[src/shared/scd_defs.svh]
// Constants of the system clock distribution block
`ifndef SCD_DEFS_SVH
`define SCD_DEFS_SVH
`define SCD_CLK_PERIOD_NS   10
`define SCD_BUS_OUTS        5
`define SCD_LB_OUTS         3
`define SCD_PERIPHS         7
`define SCD_RCW_SYSTEM_PLL_MULTIPLIER_FIELD_LSB    0
`define SCD_RCW_SYSTEM_PLL_MULTIPLIER_FIELD_W      4
`define SCD_RCW_CORE_LSB    4
`define SCD_RCW_CORE_W      7
`define SCD_RCW_MEM_BIT     11
`define SCD_RCW_LB_BIT      12
`define SCD_HARD_RCW        32'h0000_0024
`define SCD_I2C2_PERIOD     2'h3
`endif

[src/shared/scd_pkg.sv]
// Types of the system clock distribution block
package scd_pkg;
  // Peripheral clock ratio selection
  typedef enum logic [1:0] {
    SCD_RATIO_OFF   = 2'h0,
    SCD_RATIO_FULL  = 2'h1,
    SCD_RATIO_HALF  = 2'h2,
    SCD_RATIO_THIRD = 2'h3
  } scd_ratio_t;
  // Local bus divider selection
  typedef enum logic [1:0] {
    SCD_LDIV_2 = 2'h0,
    SCD_LDIV_4 = 2'h1,
    SCD_LDIV_8 = 2'h2,
    SCD_LDIV_R = 2'h3
  } scd_ldiv_t;
endpackage : scd_pkg

[src/scd_top.sv]
// Clock generation, selection, division and peripheral gating
`include "scd_defs.svh"
module scd_top (
  input  wire logic                                i_clk,
  input  wire logic                                i_sys_rst,
  input  wire logic                                i_host_mode_pin,
  input  wire logic                                i_input_halving_select_pin,
  input  wire logic                                i_host_primary_clock_in,
  input  wire logic                                i_pci_clock_in,
  input  wire logic [`SCD_BUS_OUTS-1:0]            i_output_clock_control_reg,
  input  wire logic [31:0]                         i_reset_config_word_low,
  input  wire logic                                i_hard_coded_cfg_sel,
  input  wire logic [1:0]                          i_local_bus_divider_field,
  input  wire logic [2*`SCD_PERIPHS-1:0]           i_peripheral_clock_ratio_field,
  output logic                                     o_primary_clock,
  output logic                                     o_pci_sync_out,
  output logic [`SCD_BUS_OUTS-1:0]                 o_bus_clock_output_n,
  output logic [1:0]                               o_host_to_sync_ratio,
  output logic                                     o_memory_bus_clock_pair_p,
  output logic                                     o_memory_bus_clock_pair_n,
  output logic                                     o_mem_data_tick,
  output logic [`SCD_LB_OUTS-1:0]                  o_local_bus_clock_out,
  output logic                                     o_core_clock_ref,
  output logic [`SCD_RCW_SYSTEM_PLL_MULTIPLIER_FIELD_W-1:0]               o_system_pll_multiplier_field,
  output logic [`SCD_RCW_CORE_W-1:0]               o_core_pll_multiplier_field,
  output logic [`SCD_PERIPHS-1:0]                  o_periph_clk_tick,
  output logic                                     o_i2c2_clk_tick
);

  // Period in system bus ticks for a ratio; off rechecks every tick
  // Off keeps polling so a unit restarts promptly when enabled
  function automatic logic [1:0] ratio_period(input scd_pkg::scd_ratio_t r);
    case (r)
      scd_pkg::SCD_RATIO_HALF:  ratio_period = 2'h2;
      scd_pkg::SCD_RATIO_THIRD: ratio_period = 2'h3;
      default:                  ratio_period = 2'h1;
    endcase
  endfunction : ratio_period

  // Two-stage synchronisers for every pin-level input
  // No reset here: they must keep sampling while reset is held, so the
  // strap capture right after release sees real pin levels, not zeros
  logic [3:0] sync1_ff;  // First stage, read only by the second
  logic [3:0] sync2_ff;  // Second stage, safe to use
  always_ff @(posedge i_clk) begin
    sync1_ff <= {i_pci_clock_in, i_host_primary_clock_in,
                 i_input_halving_select_pin, i_host_mode_pin};
    sync2_ff <= sync1_ff;
  end

  // Straps and reset config are caught once, just after reset release
  logic                        cap_done_ff;  // Capture has happened
  logic                        host_ff;      // Latched host mode
  logic                        halve_ff;     // Latched halving pin
  logic                        mem_bit_ff;   // Memory clock ratio bit
  logic                        lb_bit_ff;    // Local bus ratio bit
  logic [31:0]                 rcw;          // Selected config word
  assign rcw = i_hard_coded_cfg_sel ? `SCD_HARD_RCW : i_reset_config_word_low;
  // Later changes to straps or word are ignored until the next reset
  always_ff @(posedge i_clk) begin
    if (i_sys_rst) begin
      cap_done_ff                   <= 1'b0;
      host_ff                       <= 1'b0;
      halve_ff                      <= 1'b0;
      mem_bit_ff                    <= 1'b0;
      lb_bit_ff                     <= 1'b0;
      o_system_pll_multiplier_field <= '0;
      o_core_pll_multiplier_field   <= '0;
    end else if (!cap_done_ff) begin
      // Core multipliers come from reset config or hard-coded option
      // core multiplier capture
      cap_done_ff                   <= 1'b1;
      host_ff                       <= sync2_ff[0];
      halve_ff                      <= sync2_ff[1];
      mem_bit_ff                    <= rcw[`SCD_RCW_MEM_BIT];
      lb_bit_ff                     <= rcw[`SCD_RCW_LB_BIT];
      o_system_pll_multiplier_field <= rcw[`SCD_RCW_SYSTEM_PLL_MULTIPLIER_FIELD_LSB +: `SCD_RCW_SYSTEM_PLL_MULTIPLIER_FIELD_W];
      o_core_pll_multiplier_field   <= rcw[`SCD_RCW_CORE_LSB +: `SCD_RCW_CORE_W];
    end
  end

  // Tells how much faster the host pin runs than the sync input
  // host-to-sync ratio
  assign o_host_to_sync_ratio = {1'b0, halve_ff} + 2'h1;

  // Primary source selection and edge detect on the synced level
  // primary source select
  logic prim;        // Selected primary clock level
  logic prim_d_ff;   // Previous level for edge detect
  logic prim_ok_ff;  // Source choice has settled for a full cycle
  logic half_ff;     // Primary halved
  // A stopped pin clock simply freezes every derived output
  assign prim = host_ff ? sync2_ff[2] : sync2_ff[3];
  always_ff @(posedge i_clk) begin
    if (i_sys_rst) begin
      prim_d_ff       <= 1'b0;
      prim_ok_ff      <= 1'b0;
      half_ff         <= 1'b0;
      o_primary_clock <= 1'b0;
    end else begin
      prim_d_ff       <= prim;
      prim_ok_ff      <= cap_done_ff;
      o_primary_clock <= prim;
      // fixed halving divider
      // The mode capture switches the source; skip the step that causes,
      // so a stopped or high pin clock gives no false edge after reset
      if (prim_ok_ff && prim && !prim_d_ff) begin
        half_ff <= ~half_ff;
      end
    end
  end

  // Sync and bus clock outputs exist only in host mode
  // Agent mode parks them low so nothing contends with the shared clock
  // The board must loop the sync output back with matched delay
  always_ff @(posedge i_clk) begin
    if (i_sys_rst) begin
      o_pci_sync_out       <= 1'b0;
      o_bus_clock_output_n <= '0;
    end else if (host_ff) begin
      o_pci_sync_out       <= halve_ff ? half_ff : prim;
      o_bus_clock_output_n <= i_output_clock_control_reg & {`SCD_BUS_OUTS{prim}};
    end else begin
      o_pci_sync_out       <= 1'b0;
      o_bus_clock_output_n <= '0;
    end
  end

  // Base phase: one system bus tick every second clock
  logic phase_ff;  // System bus clock level
  logic csb_tick;  // One-cycle system bus tick
  logic ddr_tick;  // Memory controller clock tick
  logic lb_tick;   // Local bus interface clock tick
  // Every rate below is a whole number of these ticks, or of clocks when doubled, so none can drift
  assign csb_tick = phase_ff;
  assign ddr_tick = mem_bit_ff | csb_tick;
  assign lb_tick  = lb_bit_ff | csb_tick;
  always_ff @(posedge i_clk) begin
    if (i_sys_rst) begin
      phase_ff         <= 1'b0;
      o_core_clock_ref <= 1'b0;
    end else begin
      phase_ff         <= ~phase_ff;
      o_core_clock_ref <= ~phase_ff;
    end
  end

  // Memory bus clock pair is the memory controller clock halved
  // The n leg copies the old p level, so the two legs never agree
  always_ff @(posedge i_clk) begin
    if (i_sys_rst) begin
      o_memory_bus_clock_pair_p <= 1'b0;
      o_memory_bus_clock_pair_n <= 1'b1;
      o_mem_data_tick           <= 1'b0;
    end else begin
      if (ddr_tick) begin
        o_memory_bus_clock_pair_p <= ~o_memory_bus_clock_pair_p;
        o_memory_bus_clock_pair_n <= o_memory_bus_clock_pair_p;
      end
      o_mem_data_tick <= ddr_tick;
    end
  end

  // Local bus divider; the reserved code holds the slowest rate
  // The counter runs freely, so a divider change may cut one period
  logic [2:0] lb_cnt_ff;  // Local bus divider counter
  logic       lb_sel;     // Selected divider output
  always_ff @(posedge i_clk) begin
    if (i_sys_rst) begin
      lb_cnt_ff <= 3'h0;
    end else if (lb_tick) begin
      lb_cnt_ff <= lb_cnt_ff + 3'h1;
    end
  end
  always_comb begin
    case (scd_pkg::scd_ldiv_t'(i_local_bus_divider_field))
      scd_pkg::SCD_LDIV_2: lb_sel = lb_cnt_ff[0];
      scd_pkg::SCD_LDIV_4: lb_sel = lb_cnt_ff[1];
      default:             lb_sel = lb_cnt_ff[2];
    endcase
  end
  always_ff @(posedge i_clk) begin
    if (i_sys_rst) begin
      o_local_bus_clock_out <= '0;
    end else begin
      o_local_bus_clock_out <= {`SCD_LB_OUTS{lb_sel}};
    end
  end

  // Peripheral clock gating; ratio changes only at period boundary
  // A new ratio waits for the boundary, so no period is ever shortened
  genvar gi;
  generate
    for (gi = 0; gi < `SCD_PERIPHS; gi++) begin : g_periph
      scd_pkg::scd_ratio_t act_ff;  // Ratio in force
      scd_pkg::scd_ratio_t req;     // Ratio requested by software
      logic [1:0]          cnt_ff;  // Ticks left in current period
      assign req = scd_pkg::scd_ratio_t'(i_peripheral_clock_ratio_field[2*gi +: 2]);
      always_ff @(posedge i_clk) begin
        if (i_sys_rst) begin
          act_ff                <= scd_pkg::SCD_RATIO_THIRD;
          cnt_ff                <= 2'h0;
          o_periph_clk_tick[gi] <= 1'b0;
        end else if (csb_tick && cnt_ff == 2'h0) begin
          act_ff                <= req;
          cnt_ff                <= ratio_period(req) - 2'h1;
          o_periph_clk_tick[gi] <= (req != scd_pkg::SCD_RATIO_OFF);
        end else begin
          if (csb_tick) begin
            cnt_ff <= cnt_ff - 2'h1;
          end
          o_periph_clk_tick[gi] <= 1'b0;
        end
      end
      // Off means no ticks at all
      a_off_silent: assert property (@(posedge i_clk) disable iff (i_sys_rst)
        act_ff == scd_pkg::SCD_RATIO_OFF |-> !o_periph_clk_tick[gi])
        else $error("Peripheral ticks while off");
    end
  endgenerate

  // Second I2C clock: fixed third ratio, no control input
  // Shares the bus tick with the units, so the two never drift apart
  logic [1:0] i2c2_cnt_ff;  // Fixed divider counter
  always_ff @(posedge i_clk) begin
    if (i_sys_rst) begin
      i2c2_cnt_ff     <= 2'h0;
      o_i2c2_clk_tick <= 1'b0;
    end else if (csb_tick && i2c2_cnt_ff == 2'h0) begin
      i2c2_cnt_ff     <= `SCD_I2C2_PERIOD - 2'h1;
      o_i2c2_clk_tick <= 1'b1;
    end else begin
      if (csb_tick) begin
        i2c2_cnt_ff <= i2c2_cnt_ff - 2'h1;
      end
      o_i2c2_clk_tick <= 1'b0;
    end
  end

  // Checks beside the logic they guard
  // Unit 0 stands in for all units where one unit is named
  a_bus_out_gate: assert property (@(posedge i_clk) disable iff (i_sys_rst)
    !i_output_clock_control_reg[0] |=> !o_bus_clock_output_n[0])
    else $error("Bus clock output driven while disabled");
  a_sync_full: assert property (@(posedge i_clk) disable iff (i_sys_rst)
    host_ff && !halve_ff && cap_done_ff |=> o_pci_sync_out == $past(prim))
    else $error("Sync output not the undivided clock");
  a_ratio_pin: assert property (@(posedge i_clk) disable iff (i_sys_rst)
    o_host_to_sync_ratio == (halve_ff ? 2'h2 : 2'h1))
    else $error("Host to sync ratio wrong");
  a_mck_toggle: assert property (@(posedge i_clk) disable iff (i_sys_rst)
    mem_bit_ff && $past(mem_bit_ff) |-> o_memory_bus_clock_pair_p
      != $past(o_memory_bus_clock_pair_p) && o_memory_bus_clock_pair_n
      == $past(o_memory_bus_clock_pair_p))
    else $error("Memory clock pair not halving");
  a_core_mult_hold: assert property (@(posedge i_clk) disable iff (i_sys_rst)
    cap_done_ff && $past(cap_done_ff) |-> $stable(o_core_pll_multiplier_field))
    else $error("Core multiplier changed after capture");
  a_periph_default: assert property (@(posedge i_clk) disable iff (i_sys_rst)
    $past(i_sys_rst) |-> g_periph[0].act_ff == scd_pkg::SCD_RATIO_THIRD)
    else $error("Peripheral not at default ratio after reset");
  a_third_spacing: assert property (@(posedge i_clk) disable iff (i_sys_rst)
    o_periph_clk_tick[0] && g_periph[0].act_ff == scd_pkg::SCD_RATIO_THIRD
      |=> !o_periph_clk_tick[0] [*5])
    else $error("Runt peripheral clock period");
  a_i2c2_fixed: assert property (@(posedge i_clk) disable iff (i_sys_rst)
    o_i2c2_clk_tick |=> !o_i2c2_clk_tick [*5] ##1 o_i2c2_clk_tick)
    else $error("Second I2C clock not at fixed third");
  a_local_bus_clock_out_same: assert property (@(posedge i_clk) disable iff (i_sys_rst)
    o_local_bus_clock_out == {`SCD_LB_OUTS{$past(lb_sel)}})
    else $error("Local bus clocks do not follow divider");
  // Agent mode leaves the sync and bus clock pins quiet
  a_agent_quiet: assert property (@(posedge i_clk) disable iff (i_sys_rst)
    cap_done_ff && !host_ff |=> !o_pci_sync_out && o_bus_clock_output_n == '0)
    else $error("Sync or bus clock driven in agent mode");
  // Doubled memory ratio gives a data beat every cycle
  a_mem_beat: assert property (@(posedge i_clk) disable iff (i_sys_rst)
    mem_bit_ff && $past(mem_bit_ff) |-> o_mem_data_tick)
    else $error("Memory data beat missing at doubled ratio");
  // Core reference follows the system bus clock, one toggle per cycle
  a_core_toggle: assert property (@(posedge i_clk) disable iff (i_sys_rst)
    cap_done_ff && $past(cap_done_ff) |-> o_core_clock_ref != $past(o_core_clock_ref))
    else $error("Core clock reference not toggling");
  // Doubled local ratio at the half setting toggles every cycle
  a_lb_double: assert property (@(posedge i_clk) disable iff (i_sys_rst)
    lb_bit_ff && $past(lb_bit_ff) && i_local_bus_divider_field == 2'h0
      && $stable(i_local_bus_divider_field)
      |=> o_local_bus_clock_out[0] != $past(o_local_bus_clock_out[0]))
    else $error("Local bus clock not at half the doubled rate");

endmodule : scd_top

[config.mk]
export PLATFORM = sky130hd
export DESIGN_NAME = scd_top
export DESIGN_NICKNAME = d
export VERILOG_FILES = /design/src/shared/scd_pkg.sv /design/src/scd_top.sv
export VERILOG_INCLUDE_DIRS = /design/src /design/src/shared
export SDC_FILE = /design/constraint.sdc
export NUM_CORES = 1
export LEC_CHECK = 0
export BUFFER_PORTS_ARGS = -buffer_cell sky130_fd_sc_hd__buf_4
export CORE_AREA = 8 8 90 92
export CTS_BUF_LIST = sky130_fd_sc_hd__clkbuf_4 sky130_fd_sc_hd__clkbuf_8
export DETAILED_ROUTE_END_ITERATION = 12
export DIE_AREA = 0 0 98 100
export GPL_ROUTABILITY_DRIVEN = 0
export GPL_TIMING_DRIVEN = 0
export PLACE_DENSITY = 0.57
export RECOVER_POWER = 100
export SYNTH_ARGS = -nofsm -noshare
export SYNTH_HDL_FRONTEND = slang
export SYNTH_SLANG_ARGS = --single-unit
[constraint.sdc]
create_clock -name i_clk -period 2.3 [get_ports i_clk]
set_input_delay 0.345 -clock i_clk [delete_from_list [all_inputs] [get_ports i_clk]]
set_output_delay 0.345 -clock i_clk [all_outputs]
set_load 0.01 [all_outputs]
==> flow_summary.json <==
{
  "start_util": 0.338,
  "synth.ff_latch_count": 65,
  "postCtsSetupBuffers": 0,
  "yosys-top-cells-area": "dfxtp_1 58%, nor2_1 5.2%, nor2b_1 4.7%",
  "fillerInstances": 687,
  "hold_viol_final": 0,
  "slowest_stage": "nand2_1",
  "antenna_found_initial": 0,
  "startpoint_type": "flip-flop",
  "rsz0062_at_grt": "no",
  "post_drt_wl_per_cell_um": 13.5,
  "drv_slew": 0,
  "setup-violations-final": 0,
  "routed_wl_mm": 5.42,
  "seqPwrFrac": 0.508,
  "fin_skew_ns": 0.00441,
  "portBuffers": 74,
  "area_delta_synth_final_pct": 31.7,
  "ys_seq_area_frac": 0.579,
  "firstDrtPassIters": 4,
  "maxCapViolations": 0,
  "p_switching_mw": 0.595,
  "clkSinkCount": 65,
  "pwr-share-comb": 0.098,
  "grt_pass1_vias": 1928,
  "via_per_inst": 4.70,
  "p_int_mw": 1.79,
  "r2r_slack_ns": 0.70,
  "cp.arrival_ns": 1.84,
  "detailed_place_hpwl_mm": 3.89,
  "pin_count": 95,
  "path_cells": "buf_4, clkbuf_1, nand2_1, nor4_1",
  "finalCoreUtilization": 0.446,
  "clk_latency_ns": 0.34,
  "ir_worst_vdd_mv": 0.375,
  "cts.clk_slew.worst_paths_ns": 0.07,
  "fin_ws_ns": 0.696,
  "path_max_fanout": 10,
  "swShare": 0.249,
  "slowest_delay_ns": 0.34,
  "leakagePower_nw": 1.18,
  "cts_resized": 0,
  "p_clk_frac": 0.394,
  "grt_max_degree": 13,
  "crit_family": "simple AND/OR/NAND/NOR gates",
  "synth_top_cell_area_share": 0.579,
  "slew_headroom": 0.624,
  "die_y_um": 100,
  "fin_crit_ns": 1.60,
  "fmax_mhz": 624,
  "synth_largest_area_cell": "dfxtp_1",
  "placed_area_um2": 2900,
  "layout.nets": 379,
  "status": "finished, final reports clean",
  "cts_tree": "built",
  "cts_made_buffers": 9,
  "grt_pass1_wl_mm": 9.09,
  "die_area_um2": 9800,
  "die_x_um": 98,
  "required_ns": 2.54,
  "cp-end-kind": "flip-flop",
  "p_total_mw": 2.39,
  "worstMarginPinSlew_ns": 0.564,
  "drt_first_iter_violations": 39,
  "htree_levels": 3,
  "final_area_um2": 2960,
  "drive_above_1_share": 0.199,
  "postSynthAreaPerCell_um2": 9.69,
  "yosysUniqueCellTypes": 25,
  "rows": 30,
  "syn_nets": 294,
  "period_share": 0.697,
  "clock_path_buffers": 2,
  "remaining_drc_errors": 0,
  "ant_nets": 0,
  "syn_inst": 232,
  "powerDensity_nw_per_um2": 806,
  "gr-usage-all-layers": 0.117,
  "setup_tns_ns": 0,
  "num_antenna_cells": 0,
  "ys_warn_count": 0,
  "core-area_um2": 6640,
  "clockRootBuffer": "clkbuf_8",
  "path_class": "flip-flop to flip-flop",
  "postCtsHoldBufs": 0,
  "critPathBufInv": 2,
  "vias": 1890,
  "synthesis.area_um2": 2250,
  "dp_slack_ns": 0.934,
  "hold_class": "primary input to flip-flop",
  "grt-ovfl-total": 0
}
==> path summary, 6_finish.rpt <==
| kind | startpoint | end | depth (start not counted) |
|---|---|---|---|
| min | i_input_halving_select_pin | sync1_ff[1]$_DFF_P_ | 1 |
| max | csb_tick$_SDFF_PP0_ | o_periph_clk_tick[1]$_SDFF_PP0_ | 4 |
| max reg2reg | csb_tick$_SDFF_PP0_ | o_periph_clk_tick[1]$_SDFF_PP0_ | 4 |
| min reg2reg | sync1_ff[0]$_DFF_P_ | sync2_ff[0]$_DFF_P_ | 0 |
==> logic make-up (layout without fill, tap and decap cells) <==
logic type / count (synthesis) / after routing / share of synthesized area
simple gates: 90 / 90 / 0.213
flops: 65 / 65 / 0.579
buf+inv: 19 / 109 / 0.0423
fa+ha+maj: 2 / 2 / 0.0111
mux: 6 / 6 / 0.0278
compound gates: 48 / 48 / 0.120
xor+xnor: 2 / 2 / 0.00779
==> per-layer routing <==
layer / routed length (um) / track usage / vias up
li1: - / - / 965
met1: 2500 / 0.130 / 855
met2: 2280 / 0.175 / 59
met3: 532 / 0.0616 / 11
met4: 104 / 0.0683 / 0
met5: 0 / 0 / -
==> layout make-up <==
class,instances,area [um^2],area share
timing repair buffer,74,428,0.144
sequential,65,1300,0.439
buffer,13,63.8,0.0215
tap,80,100,0.0338
clock inverter,7,71.3,0.0241
inverter,6,22.5,0.00760
clock buffer,9,124,0.0418
multi-input combinational,148,851,0.287
==> cells in the final DEF (no fill, tap or decap) <==
cell	count
nor2_1	31
clkbuf_1	43
nand2_1	10
inv_1	6
buf_4	39
bufinv_16	1
nand2b_1	1
mux2_2	2
clkinv_4	1
a311oi_1	1
nor4_1	7
nor3_1	5
and3_2	1
a21oi_1	19
nor2b_1	17
o21ai_0	18
clkbuf_4	5
nand4b_1	7
clkinvlp_4	3
dfxtp_1	65
a22oi_1	10
and2_1	3
nor3b_1	3
ha_1	2
or3_1	1
nor2_2	1
clkbuf_8	9
mux2i_1	4
xor2_1	2
clkinv_2	2
and2_0	2
and3_1	1
==> power groups by stage <==
stage	clock, mW	combinational [mW]	sequential [mW]
finish	0.941	0.234	1.21
global route	1.03	0.266	1.22
CTS	0.971	0.263	1.21
detailed placement	0	0.262	1.24
global placement	0	0.257	1.24
floorplan	0	0.116	1.25
==> stage by stage <==
stage | hold WS [ns] | cells
6_report | 0.126 | 402
5_1_grt | 0.103 | 402
4_1_cts | 0.0864 | 402
3_5_place_dp | 0.314 | 386
3_3_place_gp | 0.311 | 386
2_1_floorplan | 0.310 | 232
==> synth_stat cells, drive strengths merged <==
| cell type | count |
|---|---|
| a22oi | 10 |
| mux2i | 4 |
| nand2b | 1 |
| clkbuf | 4 |
| ha | 2 |
| nor2 | 32 |
| dfxtp | 65 |
| nand4b | 7 |
| a21oi | 19 |
| or3 | 1 |
| xor2 | 2 |
| nor3b | 3 |
| buf | 9 |
| nand2 | 10 |
| and3 | 2 |
| and2 | 5 |
| o21ai | 18 |
| nor3 | 5 |
| nor2b | 17 |
| a311oi | 1 |
| nor4 | 7 |
| inv | 6 |
| mux2 | 2 |
==> registers in the layout (all words and copies together) (netlist names), 2 cells and up <==
register	cells
o_periph_clk_tick	7
o_core_pll_multiplier_field	7
o_system_pll_multiplier_field	4
sync2_ff	4
sync1_ff	4
o_bus_clock_output_n	5
g_periph.cnt_ff	14
i2c2_cnt_ff	2
lb_cnt_ff	3
(Power assumes the default switching activity.)
